### config.mk
export PLATFORM = sky130hd
export DESIGN_NAME = ptcfs_top
export DESIGN_NICKNAME = d
export VERILOG_FILES = /design/src/inc/ptcfs_pkg.sv /design/src/ptcfs_top.sv
export SDC_FILE = /design/constraint.sdc
export NUM_CORES = 1
export LEC_CHECK = 0
export BUFFER_PORTS_ARGS = -buffer_cell sky130_fd_sc_hd__buf_2
export CORE_MARGIN = 2
export CORE_UTILIZATION = 31
export DETAILED_ROUTE_END_ITERATION = 6
export GPL_ROUTABILITY_DRIVEN = 0
export PLACE_DENSITY = 0.54
export SLEW_MARGIN = 10
export SYNTH_ARGS = -nofsm -noshare
export SYNTH_HDL_FRONTEND = slang
export SYNTH_SLANG_ARGS = --single-unit
export TNS_END_PERCENT = 1
### constraint.sdc
create_clock -name clk_i -period 20.1 [get_ports clk_i]
set_clock_uncertainty 0.1 [all_clocks]
set_input_delay 0 -clock clk_i [delete_from_list [all_inputs] [get_ports clk_i]]
set_output_delay 0 -clock clk_i [all_outputs]
set_load 0.1 [all_outputs]
### src/inc/ptcfs_pkg.sv
// ptcfs_pkg: register indices, field positions, reset values and codes
// for the thermistor protection and fault snapshot register bank.
// assumes word-indexed registers; byte address is four times the index.
package ptcfs_pkg;

  // ****************************************************************
  // register indices (byte address = index * 4)
  // ****************************************************************
  localparam logic [13:0] IDX_ACTION_SELECT   = 14'h061d;
  localparam logic [13:0] IDX_TRIP_LEVEL      = 14'h061e;
  localparam logic [13:0] IDX_FAULT_FREQ_CMD  = 14'h061f;
  localparam logic [13:0] IDX_FAULT_OUT_FREQ  = 14'h0620;
  localparam logic [13:0] IDX_FAULT_OUT_VOLT  = 14'h0621;
  localparam logic [13:0] IDX_FAULT_LINK_VOLT = 14'h0622;
  localparam logic [13:0] IDX_FAULT_OUT_CURR  = 14'h0623;
  localparam logic [13:0] IDX_FAULT_SW_TEMP   = 14'h0624;
  localparam logic [13:0] IDX_FAULT_SPEED     = 14'h0626;
  localparam logic [13:0] IDX_FAULT_TORQUE    = 14'h0627;
  localparam logic [13:0] IDX_FAULT_IN_TERM   = 14'h0628;
  localparam logic [13:0] IDX_FAULT_OUT_TERM  = 14'h0629;
  localparam logic [13:0] IDX_FAULT_STATUS    = 14'h062a;
  localparam logic [13:0] IDX_AI_ONE_FUNC     = 14'h0300;
  localparam logic [13:0] IDX_AI_TWO_FUNC     = 14'h0301;
  localparam logic [13:0] IDX_FAULT_CONTROL   = 14'h0700;
  localparam logic [13:0] IDX_FAULT_REPORT    = 14'h0701;
  localparam logic [13:0] IDX_LIVE_STATUS     = 14'h2101;

  // ****************************************************************
  // reset values, codes and fields
  // ****************************************************************
  localparam logic [15:0] RST_ACTION_SELECT = 16'h0000;
  localparam logic [15:0] RST_TRIP_LEVEL    = 16'h01f4;
  localparam logic [15:0] RST_AI_FUNC       = 16'h0000;
  localparam logic [15:0] RST_SNAPSHOT      = 16'h0000;
  localparam logic [15:0] AI_FUNC_THERMISTOR = 16'h0006;
  localparam logic [1:0]  ACT_WARN  = 2'h0;
  localparam logic [1:0]  ACT_RAMP  = 2'h1;
  localparam logic [1:0]  ACT_COAST = 2'h2;
  localparam logic [1:0]  ACT_NONE  = 2'h3;
  localparam logic [15:0] LEVEL_FULL_SCALE = 16'h03e8;
  localparam logic [7:0]  FAULT_CODE_THERMISTOR = 8'h18;
  localparam int          CATEGORY_OVERLOAD_BIT = 2;
  localparam int          CTRL_RESET_BIT = 0;
  localparam int          REPORT_CODE_LSB = 0;
  localparam int          REPORT_FAULT_BIT = 8;
  localparam int          REPORT_TRIP_BIT = 9;
  localparam int          REPORT_WARN_BIT = 10;
  localparam int          SNAP_COUNT = 11;

  // ****************************************************************
  // axi responses
  // ****************************************************************
  localparam logic [1:0] RESP_OKAY   = 2'h0;
  localparam logic [1:0] RESP_SLVERR = 2'h2;

endpackage

### src/ptcfs_top.sv
// ptcfs_top: motor thermistor protection and malfunction snapshot
// registers behind an axi4-lite slave.
// assumes analog readings, live drive values and the malfunction
// strobe come from logic on clk_i, so they pass no synchroniser.
//
// The AXI4-Lite slave port was left to the implementer.
`timescale 1ns/1ps
module ptcfs_top
#(
  parameter int AI_WIDTH = 12,
  parameter int ADDR_W   = 16
) (
  // clock and reset
  input  wire logic                  clk_i,
  input  wire logic                  reset_n_i,
  // axi4-lite write address
  input  wire logic                  s_axi_awvalid_i,
  output logic                       s_axi_awready_o,
  input  wire logic [ADDR_W-1:0]     s_axi_awaddr_i,
  input  wire logic [2:0]            s_axi_awprot_i,
  // axi4-lite write data
  input  wire logic                  s_axi_wvalid_i,
  output logic                       s_axi_wready_o,
  input  wire logic [31:0]           s_axi_wdata_i,
  input  wire logic [3:0]            s_axi_wstrb_i,
  // axi4-lite write response
  output logic                       s_axi_bvalid_o,
  input  wire logic                  s_axi_bready_i,
  output logic [1:0]                 s_axi_bresp_o,
  // axi4-lite read address
  input  wire logic                  s_axi_arvalid_i,
  output logic                       s_axi_arready_o,
  input  wire logic [ADDR_W-1:0]     s_axi_araddr_i,
  input  wire logic [2:0]            s_axi_arprot_i,
  // axi4-lite read data
  output logic                       s_axi_rvalid_o,
  input  wire logic                  s_axi_rready_i,
  output logic [31:0]                s_axi_rdata_o,
  output logic [1:0]                 s_axi_rresp_o,
  // analog readings
  input  wire logic [AI_WIDTH-1:0]   analog_input_one_i,
  input  wire logic [AI_WIDTH-1:0]   analog_input_two_i,
  // live drive values
  input  wire logic                  malfunction_i,
  input  wire logic [15:0]           freq_command_i,
  input  wire logic [15:0]           output_freq_i,
  input  wire logic [15:0]           output_voltage_i,
  input  wire logic [15:0]           link_voltage_i,
  input  wire logic [15:0]           output_current_i,
  input  wire logic [15:0]           switch_temperature_i,
  input  wire logic [15:0]           motor_speed_i,
  input  wire logic [15:0]           torque_command_i,
  input  wire logic [15:0]           input_terminals_i,
  input  wire logic [15:0]           output_terminals_i,
  input  wire logic [15:0]           drive_status_i,
  // protection outputs
  output logic                       motor_overheat_warning_o,
  output logic                       thermistor_fault_o,
  output logic                       ramp_stop_o,
  output logic                       coast_stop_o,
  output logic [7:0]                 fault_code_o,
  output logic [7:0]                 fault_category_o,
  output logic                       snapshot_taken_o
);
  import ptcfs_pkg::*;

  // ****************************************************************
  // software registers
  // ****************************************************************
  logic [15:0] action_select;
  logic [15:0] trip_level;
  logic [15:0] ai_one_func;
  logic [15:0] ai_two_func;
  logic [15:0] snap [SNAP_COUNT];
  logic        fault_reset_cmd;

  // ****************************************************************
  // axi write channel state
  // ****************************************************************
  logic              aw_held;
  logic [13:0]       aw_index;
  logic              w_held;
  logic [31:0]       w_data;
  logic [3:0]        w_strb;
  logic              bvalid;
  logic [1:0]        bresp;
  logic              do_write;
  logic              wr_mapped;

  assign s_axi_awready_o = !aw_held && !bvalid;
  assign s_axi_wready_o  = !w_held && !bvalid;
  assign s_axi_bvalid_o  = bvalid;
  assign s_axi_bresp_o   = bresp;
  assign do_write        = aw_held && w_held && !bvalid;

  // address and data are taken in either order, one write at a time
  always_ff @(posedge clk_i or negedge reset_n_i) begin
    if (!reset_n_i) begin
      aw_held  <= 1'b0;
      aw_index <= 14'h0000;
    end else if (s_axi_awvalid_i && s_axi_awready_o) begin
      aw_held  <= 1'b1;
      aw_index <= s_axi_awaddr_i[15:2];
    end else if (do_write) begin
      aw_held  <= 1'b0;
    end
  end

  always_ff @(posedge clk_i or negedge reset_n_i) begin
    if (!reset_n_i) begin
      w_held <= 1'b0;
      w_data <= 32'h0000_0000;
      w_strb <= 4'h0;
    end else if (s_axi_wvalid_i && s_axi_wready_o) begin
      w_held <= 1'b1;
      w_data <= s_axi_wdata_i;
      w_strb <= s_axi_wstrb_i;
    end else if (do_write) begin
      w_held <= 1'b0;
    end
  end

  always_comb begin
    case (aw_index)
      IDX_ACTION_SELECT, IDX_TRIP_LEVEL, IDX_AI_ONE_FUNC,
      IDX_AI_TWO_FUNC, IDX_FAULT_CONTROL, IDX_FAULT_FREQ_CMD,
      IDX_FAULT_OUT_FREQ, IDX_FAULT_OUT_VOLT, IDX_FAULT_LINK_VOLT,
      IDX_FAULT_OUT_CURR, IDX_FAULT_SW_TEMP, IDX_FAULT_SPEED,
      IDX_FAULT_TORQUE, IDX_FAULT_IN_TERM, IDX_FAULT_OUT_TERM,
      IDX_FAULT_STATUS, IDX_FAULT_REPORT, IDX_LIVE_STATUS:
        wr_mapped = 1'b1;
      default:
        wr_mapped = 1'b0;
    endcase
  end

  // read-only words answer okay and keep their value
  always_ff @(posedge clk_i or negedge reset_n_i) begin
    if (!reset_n_i) begin
      bvalid <= 1'b0;
      bresp  <= RESP_OKAY;
    end else if (do_write) begin
      bvalid <= 1'b1;
      bresp  <= wr_mapped ? RESP_OKAY : RESP_SLVERR;
    end else if (s_axi_bready_i) begin
      bvalid <= 1'b0;
    end
  end

  // ****************************************************************
  // writable registers
  // ****************************************************************
  function automatic logic [15:0] merge(input logic [15:0] old_val,
                                        input logic [31:0] data,
                                        input logic [3:0]  strb);
    return {strb[1] ? data[15:8] : old_val[15:8],
            strb[0] ? data[7:0] : old_val[7:0]};
  endfunction

  always_ff @(posedge clk_i or negedge reset_n_i) begin
    if (!reset_n_i) begin
      action_select <= RST_ACTION_SELECT;
      trip_level    <= RST_TRIP_LEVEL;
      ai_one_func   <= RST_AI_FUNC;
      ai_two_func   <= RST_AI_FUNC;
    end else if (do_write) begin
      case (aw_index)
        IDX_ACTION_SELECT: begin
          action_select <= merge(action_select, w_data, w_strb);
        end
        IDX_TRIP_LEVEL: begin
          trip_level <= merge(trip_level, w_data, w_strb);
        end
        IDX_AI_ONE_FUNC: begin
          ai_one_func <= merge(ai_one_func, w_data, w_strb);
        end
        IDX_AI_TWO_FUNC: begin
          ai_two_func <= merge(ai_two_func, w_data, w_strb);
        end
        default: begin
        end
      endcase
    end
  end

  // one-cycle reset command from the control word
  always_ff @(posedge clk_i or negedge reset_n_i) begin
    if (!reset_n_i) begin
      fault_reset_cmd <= 1'b0;
    end else begin
      fault_reset_cmd <= do_write && (aw_index == IDX_FAULT_CONTROL)
                         && w_strb[0] && w_data[CTRL_RESET_BIT];
    end
  end

  // ****************************************************************
  // thermistor comparison
  // ****************************************************************
  logic              source_valid;
  logic [AI_WIDTH-1:0] reading;
  logic [15:0]       level_clamped;
  logic [31:0]       reading_scaled;
  logic [31:0]       level_scaled;
  logic              trip;
  logic [1:0]        action;

  assign action = action_select[1:0];
  always_comb begin
    if (ai_one_func == AI_FUNC_THERMISTOR) begin
      source_valid = 1'b1;
      reading      = analog_input_one_i;
    end else if (ai_two_func == AI_FUNC_THERMISTOR) begin
      source_valid = 1'b1;
      reading      = analog_input_two_i;
    end else begin
      source_valid = 1'b0;
      reading      = '0;
    end
  end

  // cross-multiplied so no divider is needed in the compare
  always_comb begin
    level_clamped = (trip_level > LEVEL_FULL_SCALE) ? LEVEL_FULL_SCALE
                                                    : trip_level;
    reading_scaled = 32'(reading) * 32'(LEVEL_FULL_SCALE);
    level_scaled   = 32'(level_clamped) * 32'((2 ** AI_WIDTH) - 1);
    trip           = source_valid && (reading_scaled >= level_scaled);
  end

  // ****************************************************************
  // overheat fault latch
  // ****************************************************************
  logic thermistor_fault;
  logic fault_coast;
  logic fault_set;
  assign fault_set = trip && !thermistor_fault
                     && (action == ACT_RAMP || action == ACT_COAST);

  // a trip in the reset cycle keeps the fault: clear needs no trip
  always_ff @(posedge clk_i or negedge reset_n_i) begin
    if (!reset_n_i) begin
      thermistor_fault <= 1'b0;
      fault_coast      <= 1'b0;
    end else if (fault_set) begin
      thermistor_fault <= 1'b1;
      fault_coast      <= (action == ACT_COAST);
    end else if (fault_reset_cmd && !trip) begin
      thermistor_fault <= 1'b0;
      fault_coast      <= 1'b0;
    end
  end

  // ****************************************************************
  // protection outputs
  // ****************************************************************
  always_ff @(posedge clk_i or negedge reset_n_i) begin
    if (!reset_n_i) begin
      motor_overheat_warning_o <= 1'b0;
      thermistor_fault_o       <= 1'b0;
      ramp_stop_o              <= 1'b0;
      coast_stop_o             <= 1'b0;
      fault_code_o             <= 8'h00;
      fault_category_o         <= 8'h00;
    end else begin
      motor_overheat_warning_o <= (action != ACT_WARN)
                                  && (trip || thermistor_fault);
      thermistor_fault_o       <= thermistor_fault;
      ramp_stop_o              <= thermistor_fault && !fault_coast;
      coast_stop_o             <= thermistor_fault && fault_coast;
      fault_code_o             <= thermistor_fault
                                  ? FAULT_CODE_THERMISTOR : 8'h00;
      fault_category_o         <= thermistor_fault
                                  ? 8'(1 << CATEGORY_OVERLOAD_BIT)
                                  : 8'h00;
    end
  end

  // ****************************************************************
  // malfunction snapshot
  // ****************************************************************
  logic capture;
  // either an outside malfunction or our own overheat fault being set (ramp or coast action only)
  assign capture = malfunction_i || fault_set;

  // one edge for the whole record keeps it consistent
  always_ff @(posedge clk_i or negedge reset_n_i) begin
    if (!reset_n_i) begin
      for (int i = 0; i < SNAP_COUNT; i++) begin
        snap[i] <= RST_SNAPSHOT;
      end
    end else if (capture) begin
      snap[0]  <= freq_command_i;
      snap[1]  <= output_freq_i;
      snap[2]  <= output_voltage_i;
      snap[3]  <= link_voltage_i;
      snap[4]  <= output_current_i;
      snap[5]  <= switch_temperature_i;
      snap[6]  <= motor_speed_i;
      snap[7]  <= torque_command_i;
      snap[8]  <= input_terminals_i;
      snap[9]  <= output_terminals_i;
      snap[10] <= drive_status_i;
    end
  end

  always_ff @(posedge clk_i or negedge reset_n_i) begin
    if (!reset_n_i) begin
      snapshot_taken_o <= 1'b0;
    end else begin
      snapshot_taken_o <= capture;
    end
  end

  // ****************************************************************
  // axi read channel
  // ****************************************************************
  logic        rvalid;
  logic [31:0] rdata;
  logic [1:0]  rresp;
  logic [15:0] rd_word;
  logic        rd_mapped;
  logic [15:0] report_word;

  assign s_axi_arready_o = !rvalid;
  assign s_axi_rvalid_o  = rvalid;
  assign s_axi_rdata_o   = rdata;
  assign s_axi_rresp_o   = rresp;

  always_comb begin
    report_word = 16'h0000;
    report_word[REPORT_CODE_LSB +: 8] = fault_code_o;
    report_word[REPORT_FAULT_BIT]     = thermistor_fault;
    report_word[REPORT_TRIP_BIT]      = trip;
    report_word[REPORT_WARN_BIT]      = motor_overheat_warning_o;
  end

  // snapshot words only ever come from reset or the capture above
  always_comb begin
    rd_mapped = 1'b1;
    case (s_axi_araddr_i[15:2])
      IDX_ACTION_SELECT:   rd_word = action_select;
      IDX_TRIP_LEVEL:      rd_word = trip_level;
      IDX_AI_ONE_FUNC:     rd_word = ai_one_func;
      IDX_AI_TWO_FUNC:     rd_word = ai_two_func;
      IDX_FAULT_CONTROL:   rd_word = 16'h0000;
      IDX_FAULT_REPORT:    rd_word = report_word;
      IDX_FAULT_FREQ_CMD:  rd_word = snap[0];
      IDX_FAULT_OUT_FREQ:  rd_word = snap[1];
      IDX_FAULT_OUT_VOLT:  rd_word = snap[2];
      IDX_FAULT_LINK_VOLT: rd_word = snap[3];
      IDX_FAULT_OUT_CURR:  rd_word = snap[4];
      IDX_FAULT_SW_TEMP:   rd_word = snap[5];
      IDX_FAULT_SPEED:     rd_word = snap[6];
      IDX_FAULT_TORQUE:    rd_word = snap[7];
      IDX_FAULT_IN_TERM:   rd_word = snap[8];
      IDX_FAULT_OUT_TERM:  rd_word = snap[9];
      IDX_FAULT_STATUS:    rd_word = snap[10];
      IDX_LIVE_STATUS:     rd_word = drive_status_i;
      default: begin
        rd_word   = 16'h0000;
        rd_mapped = 1'b0;
      end
    endcase
  end

  always_ff @(posedge clk_i or negedge reset_n_i) begin
    if (!reset_n_i) begin
      rvalid <= 1'b0;
      rdata  <= 32'h0000_0000;
      rresp  <= RESP_OKAY;
    end else if (s_axi_arvalid_i && !rvalid) begin
      rvalid <= 1'b1;
      rdata  <= {16'h0000, rd_word};
      rresp  <= rd_mapped ? RESP_OKAY : RESP_SLVERR;
    end else if (s_axi_rready_i) begin
      rvalid <= 1'b0;
    end
  end

endmodule

# Word-level counts from Yosys, hierarchy flattened

Cells that the tools add are included.

Register bits: 312
Latch bits: 0
RAM bits: 0
Bits in read-only memories: 0
Input port bits: 282
Output and inout port bits: 62
Logic and storage cells: 148
Memories: 0

$add $sub $neg: 0
Multipliers: 2
Div/mod/pow operators: 0
$lt $le $gt $ge: 2
Equality and inequality tests: 40
Shift operators: 0
Mux-type cells: 22
Bitwise operators: 0
Reductions and logical operators: 43

Operators by type and width:

| kind                   | number |
|---|---|
| $eq 14x11->1 const B   | 30 |
| $pmux 16 s17           | 1 |
| $eq 14x10->1 const B   | 4 |
| $reduce_or 18->1       | 2 |
| $eq 16x3->1 const B    | 2 |
| $eq 14x14->1 const B   | 2 |
| $ge 22x28->1           | 1 |
| $mul 16x12->28 const B | 1 |
| $mux 12                | 2 |
| $reduce_and 3->1       | 8 |
| $mul 12x7->19 const B  | 1 |
| $logic_and 1x1->1      | 17 |
| $gt 16x10->1 const B   | 1 |
| $mux 16                | 1 |
| $mux 1                 | 14 |
| $reduce_bool 2->1      | 6 |
| $logic_not 1->1        | 7 |
| $mux 5                 | 1 |
| $mux 2                 | 2 |
| $logic_or 1x1->1       | 3 |
| $mux 3                 | 1 |
| $eq 2x1->1 const B     | 1 |
| $eq 2x2->1 const B     | 1 |

# Depth between registers and ports, before layout

Word-level depth: 10
Gate-level depth with buffers: 39

# Worst setup path before layout

Ideal clock, no wire load.

Path type: reg-to-reg
Start point: reg trip_level[5]
End point: reg snap[28] in the netlist's numbering
Setup time: 0.127 ns
Arrival time: 8.076 ns
Data required time: 19.873 ns
Path slack: 11.796 ns
Stages on the path, launching flop included: 37
Clock period less this slack: 8.304 ns
Cell sequence: dfstp_2 -> clkbuf_1 -> nand4_1 -> nor2_1 -> a21oi_1 -> clkbuf_1 -> and2_1 -> a21oi_1 -> fa_1 -> fa_1 -> inv_1 -> fa_1 -> inv_1 -> fa_1 -> inv_1 -> ha_1 -> a2111oi_4 -> o21ai_1 -> a221oi_1 -> o21ai_1 -> o21ai_0 -> a21oi_1 -> o21ai_0 -> nand2b_1 -> xnor2_1 -> ha_1 -> a211oi_1 -> o21ai_0 -> nor4_1 -> o31ai_1 -> nand3_1 -> nor3_1 -> o2111a_2 -> a31oi_4 -> buf_4 -> buf_6 -> mux2_1

Cells in the longest elaborated chain, start to end: 8

RTL lines:

| what                   | RTL line         | source |
|---|---|---|
| from (decl)            | ptcfs_top.sv:71  | `logic [15:0] trip_level;` |
| from (signal assigned) | ptcfs_top.sv:172 | `trip_level <= merge(trip_level, w_data, w_strb);` |
| $gt 16x10->1           | ptcfs_top.sv:223 | `level_clamped = (trip_level > LEVEL_FULL_SCALE) ? LEVEL_FULL_SCALE` |
| $mux 16 *              | ptcfs_top.sv:223 |  |
| $mul 16x12->28 *       | ptcfs_top.sv:226 | `level_scaled = 32'(level_clamped) * 32'((2 ** AI_WIDTH) - 1);` |
| $ge 22x28->1 *         | ptcfs_top.sv:227 | `trip = source_valid && (reading_scaled >= level_scaled);` |
| $logic_and 1x1->1 *    | ptcfs_top.sv:227 |  |
| $logic_and 1x1->1 *    | ptcfs_top.sv:236 | `assign fault_set = trip && !thermistor_fault` |
| $logic_and 1x1->1 *    | ptcfs_top.sv:237 | `&& (action == ACT_RAMP \|\| action == ACT_COAST);` |
| $logic_or 1x1->1 *     | ptcfs_top.sv:283 | `assign capture = malfunction_i \|\| fault_set;` |
| to (decl)              | ptcfs_top.sv:74  | `logic [15:0] snap [SNAP_COUNT];` |

Mark *: on every way between the ends. The rest lies on a longest branch, timed or not.
A chain may end at the register's enable or synchronous reset.

# Worst setup path after layout

Start point: reg trip_level[12]
End point: reg snap[56] in the netlist's numbering

The elaborated chain is that of the path after synthesis.

==> impl_metrics.toml <==
[hold_path]
hold_path_class = "input port to async pin"

[yosys]
ys_seq_elements = 302
synth.area.top_cells = "dfrtp_1, fa_1, mux2_2, ha_1, mux2_1"
synthMuxAreaShare_pct = 15.42
synthAdderAreaFrac_pct = 20.82
async_flop_share_pct = 100.0
synth.distinct_cells = 76
synth_xor_area_share_pct = 1.783
synth-simple-area-share_pct = 6.531
synth_top_cell_by_area = "dfrtp_1"
synth_seq_area_share_pct = 37.57
syn_area_per_cell_sq_um = 11.65
synth_enable_flop_cells = 0
synthFlopType = "dfrtp_1"
ys_warn_count = 0
synth_top_family_by_area = "adder cells"
yosys.area.top_type_share_pct = 36.79
syn_area_sq_um = 20130
syn_inst = 1729
synth-compound-area-share_pct = 11.03

[clock_network]
tritoncts = "done"
post_cts_buffers = 0
cts-resized-gates = 0
cts-buffers-inserted = 30
cts-root-buf = "clkbuf_16"
clk_latency_ns = 0.58
cts_sinks = 302
cts_max_path_buffers = 3
clk_pin_slew_ns = 0.06
htree_levels = 1

[floorplanning]
fp.dieArea_sq_um = 67000
fp.dieH_um = 258.9
initial_utilization_pct = 31.29
pin_count = 344
core-area_sq_um = 64350
num_rows = 93
die_x_um = 258.9

[worst_setup_path]
critPathRequiredTime_ns = 20.45
cpPeakStageDelay_ns = 0.63
crit_arrival_ns = 10.66
crit_path_start_kind = "flop"
cp_max_fo = 177
cpMaxStageDelayCell = "a21oi_1"
cp_num_buf_inv = 4
crit_top_cell = "fa_1"
path_delay_family = "compound AO/OA/AOI/OAI gates"
r2r_setup_slack_ns = 9.78
rr_startpoint = "trip_level[12]$_DFFE_PN0P_"
crit_start = "trip_level[12]$_DFFE_PN0P_"
worstSetupPathType = "flop to flop"
critPathCaptureType = "flop"

[run_status]
violations = "hold timing"
status = "complete, but fails checks"

[power]
power.leakage_nw = 12.52
powerDensity_nw_per_um2 = 79.15
max-vdd-ir-drop_mv = 0.1132

[routing]
vias_per_cell = 4.896
post_drt_wl_per_cell_um = 19.60
drt_iter0_drc = 825
drcViolationCount = 0
drtPass1Iterations = 6
drtAntennaViolNets = 0
wirelength_mm = 61.52
vias = 15370

[grt]
grt_max_degree = 194
antenna_found_initial = 14
grt_usage_pct = 18.12
grt_pass1_wl_mm = 94.09
grt_pass1_vias = 16430
gr-total-overflow = 0

[sta]
tightest_slew_ns = 1.055
min_period_over_period_pct = 51.33
relSlewSlack_pct = 29.64
rsz0062_at_grt = "no"
max_freq_ghz = 0.09692
hold_viol_final = 22
finalSetupTns_ns = 0
period_needed_ns = 10.32
whs_ns = -0.06616
layout_setup_ws_ns = 9.782
setup_violations = 0
slew_violations = 0

[placement]
placed_area_sq_um = 22450
place_ws_ns = 9.826
port_buffers = 284
dpl.hpwl_mm = 46.93

[finish]
drive_above_1_share_pct = 23.25
nFillCells = 6208
fin_area_sq_um = 25770
area_growth_pct = 28.00
nets = 2786

[flow_run]
max_cap_violations = 0
## per-stage QoR
step	instances	power (mW)	utilization, %	hold slack (ns)
after floorplan	1783	1.234	-	-0.3956
after global placement	2849	1.362	34.89	0.01523
after detailed placement	2849	1.377	34.89	0.03022
after CTS	3126	2.018	40.00	0.002475
after global routing	3135	2.158	40.04	0.04686
final	3138	2.040	40.05	-0.06616
## repair_timing
item	in CTS	in global routing
endpoints found under the hold margin	337	0
hold buffers	221	0
endpoints found under the setup margin	0	0
## path summary, 6_finish.rpt
check / end / cells past startpoint
max in group asynchronous: w_data[14]$_DFFE_PN0P_ / 3
setup reg to reg: snap[56]$_DFFE_PN0P_ / 34
min in group clk_i: s_axi_bvalid_o$_DFFE_PN0P_ / 3
setup / recovery: snap[56]$_DFFE_PN0P_ / 34
hold / removal: snap[111]$_DFFE_PN0P_ / 2
hold reg to reg: s_axi_rdata_o[10]$_DFFE_PN0P_ / 1
## cell families after synthesis
| group | Yosys count |
|---|---|
| xor gates and xnor gates | 41 |
| adders and majority gates | 257 |
| AOI/OAI and AO/OA | 299 |
| buffers and inverters | 301 |
| and+or+nand+nor | 251 |
| muxes | 276 |
| DFF | 302 |
| other | 2 |
## Yosys cell counts (14+ instances only)
cell type	number
inv_1	210
nor4_1	14
nand2_1	46
nand4_1	21
dfrtp_1	296
fa_1	130
a21oi_1	42
a22o_1	31
nand3_1	28
a21o_1	22
a22oi_1	71
xor2_1	17
buf_4	35
nor2_1	55
a221oi_1	35
ha_1	127
o21ai_0	31
mux2_1	129
nor3_1	14
buf_6	14
xnor2_1	24
clkbuf_1	37
mux2_2	144
## final cells by class
type | count | area, sq um | area share [%]
multi-input cells | 1180 | 11440 | 44.39
flip-flops and latches | 302 | 7565 | 29.35
repair buffers | 523 | 3804 | 14.76
well taps | 855 | 1070 | 4.151
clock buffers | 48 | 938.4 | 3.641
inverters | 210 | 788.3 | 3.059
clock inverters | 8 | 137.6 | 0.5340
diodes | 12 | 30.03 | 0.1165
## layer usage
layer | GRT usage (%) | up-vias | wire, um
li1 | - | 7065 | -
met1 | 23.19 | 7751 | 26030
met2 | 31.60 | 414 | 30710
met3 | 2.308 | 127 | 2769
met4 | 5.957 | 8 | 1965
met5 | 0 | - | 48
## cell usage in the layout (no fill, tap or decap), types with 6 or more instances in the layout
cell type | netlist | layout
ha_1 | 127 | 127
nand4_1 | 21 | 21
nand2b_1 | 13 | 13
diode_2 | 0 | 12
xnor2_1 | 24 | 24
nor2b_1 | 13 | 13
a221oi_1 | 35 | 35
o21ai_0 | 31 | 31
and2_1 | 9 | 9
buf_4 | 35 | 16
clkbuf_1 | 37 | 6
a21oi_1 | 42 | 42
a22oi_1 | 71 | 71
nand3_1 | 28 | 28
conb_1 | 2 | 56
nor4_1 | 14 | 12
dfstp_2 | 6 | 6
mux2_1 | 129 | 129
nor3_1 | 14 | 12
clkbuf_8 | 0 | 12
or2_2 | 8 | 8
nand2_1 | 46 | 46
dlygate4sd3_1 | 0 | 221
inv_1 | 210 | 210
mux2_2 | 144 | 144
buf_2 | 4 | 283
dfrtp_1 | 296 | 296
a22o_1 | 31 | 31
a41oi_1 | 7 | 7
a31oi_1 | 11 | 11
a21o_1 | 22 | 22
and3_1 | 8 | 8
nor2_1 | 55 | 53
clkbuf_16 | 0 | 30
xor2_1 | 17 | 17
fa_1 | 130 | 130
## power breakdown
part / internal, mW / switching [mW] / leakage (nW)
Sequential: 0.682 / 0.0710 / 3.70
Combinational: 0.297 / 0.385 / 8.29
Clock: 0.359 / 0.247 / 0.529
## state kept, by name, summed over array words and instances (netlist names), 2 cells and up
register and flops:
s_axi_rdata_o 16, w_data 16, action_select 16, w_strb 2, ai_one_func 16, aw_index 14, ai_two_func 16, trip_level 16
snap 176
No activity file was read; power rests on OpenSTA's default activity.
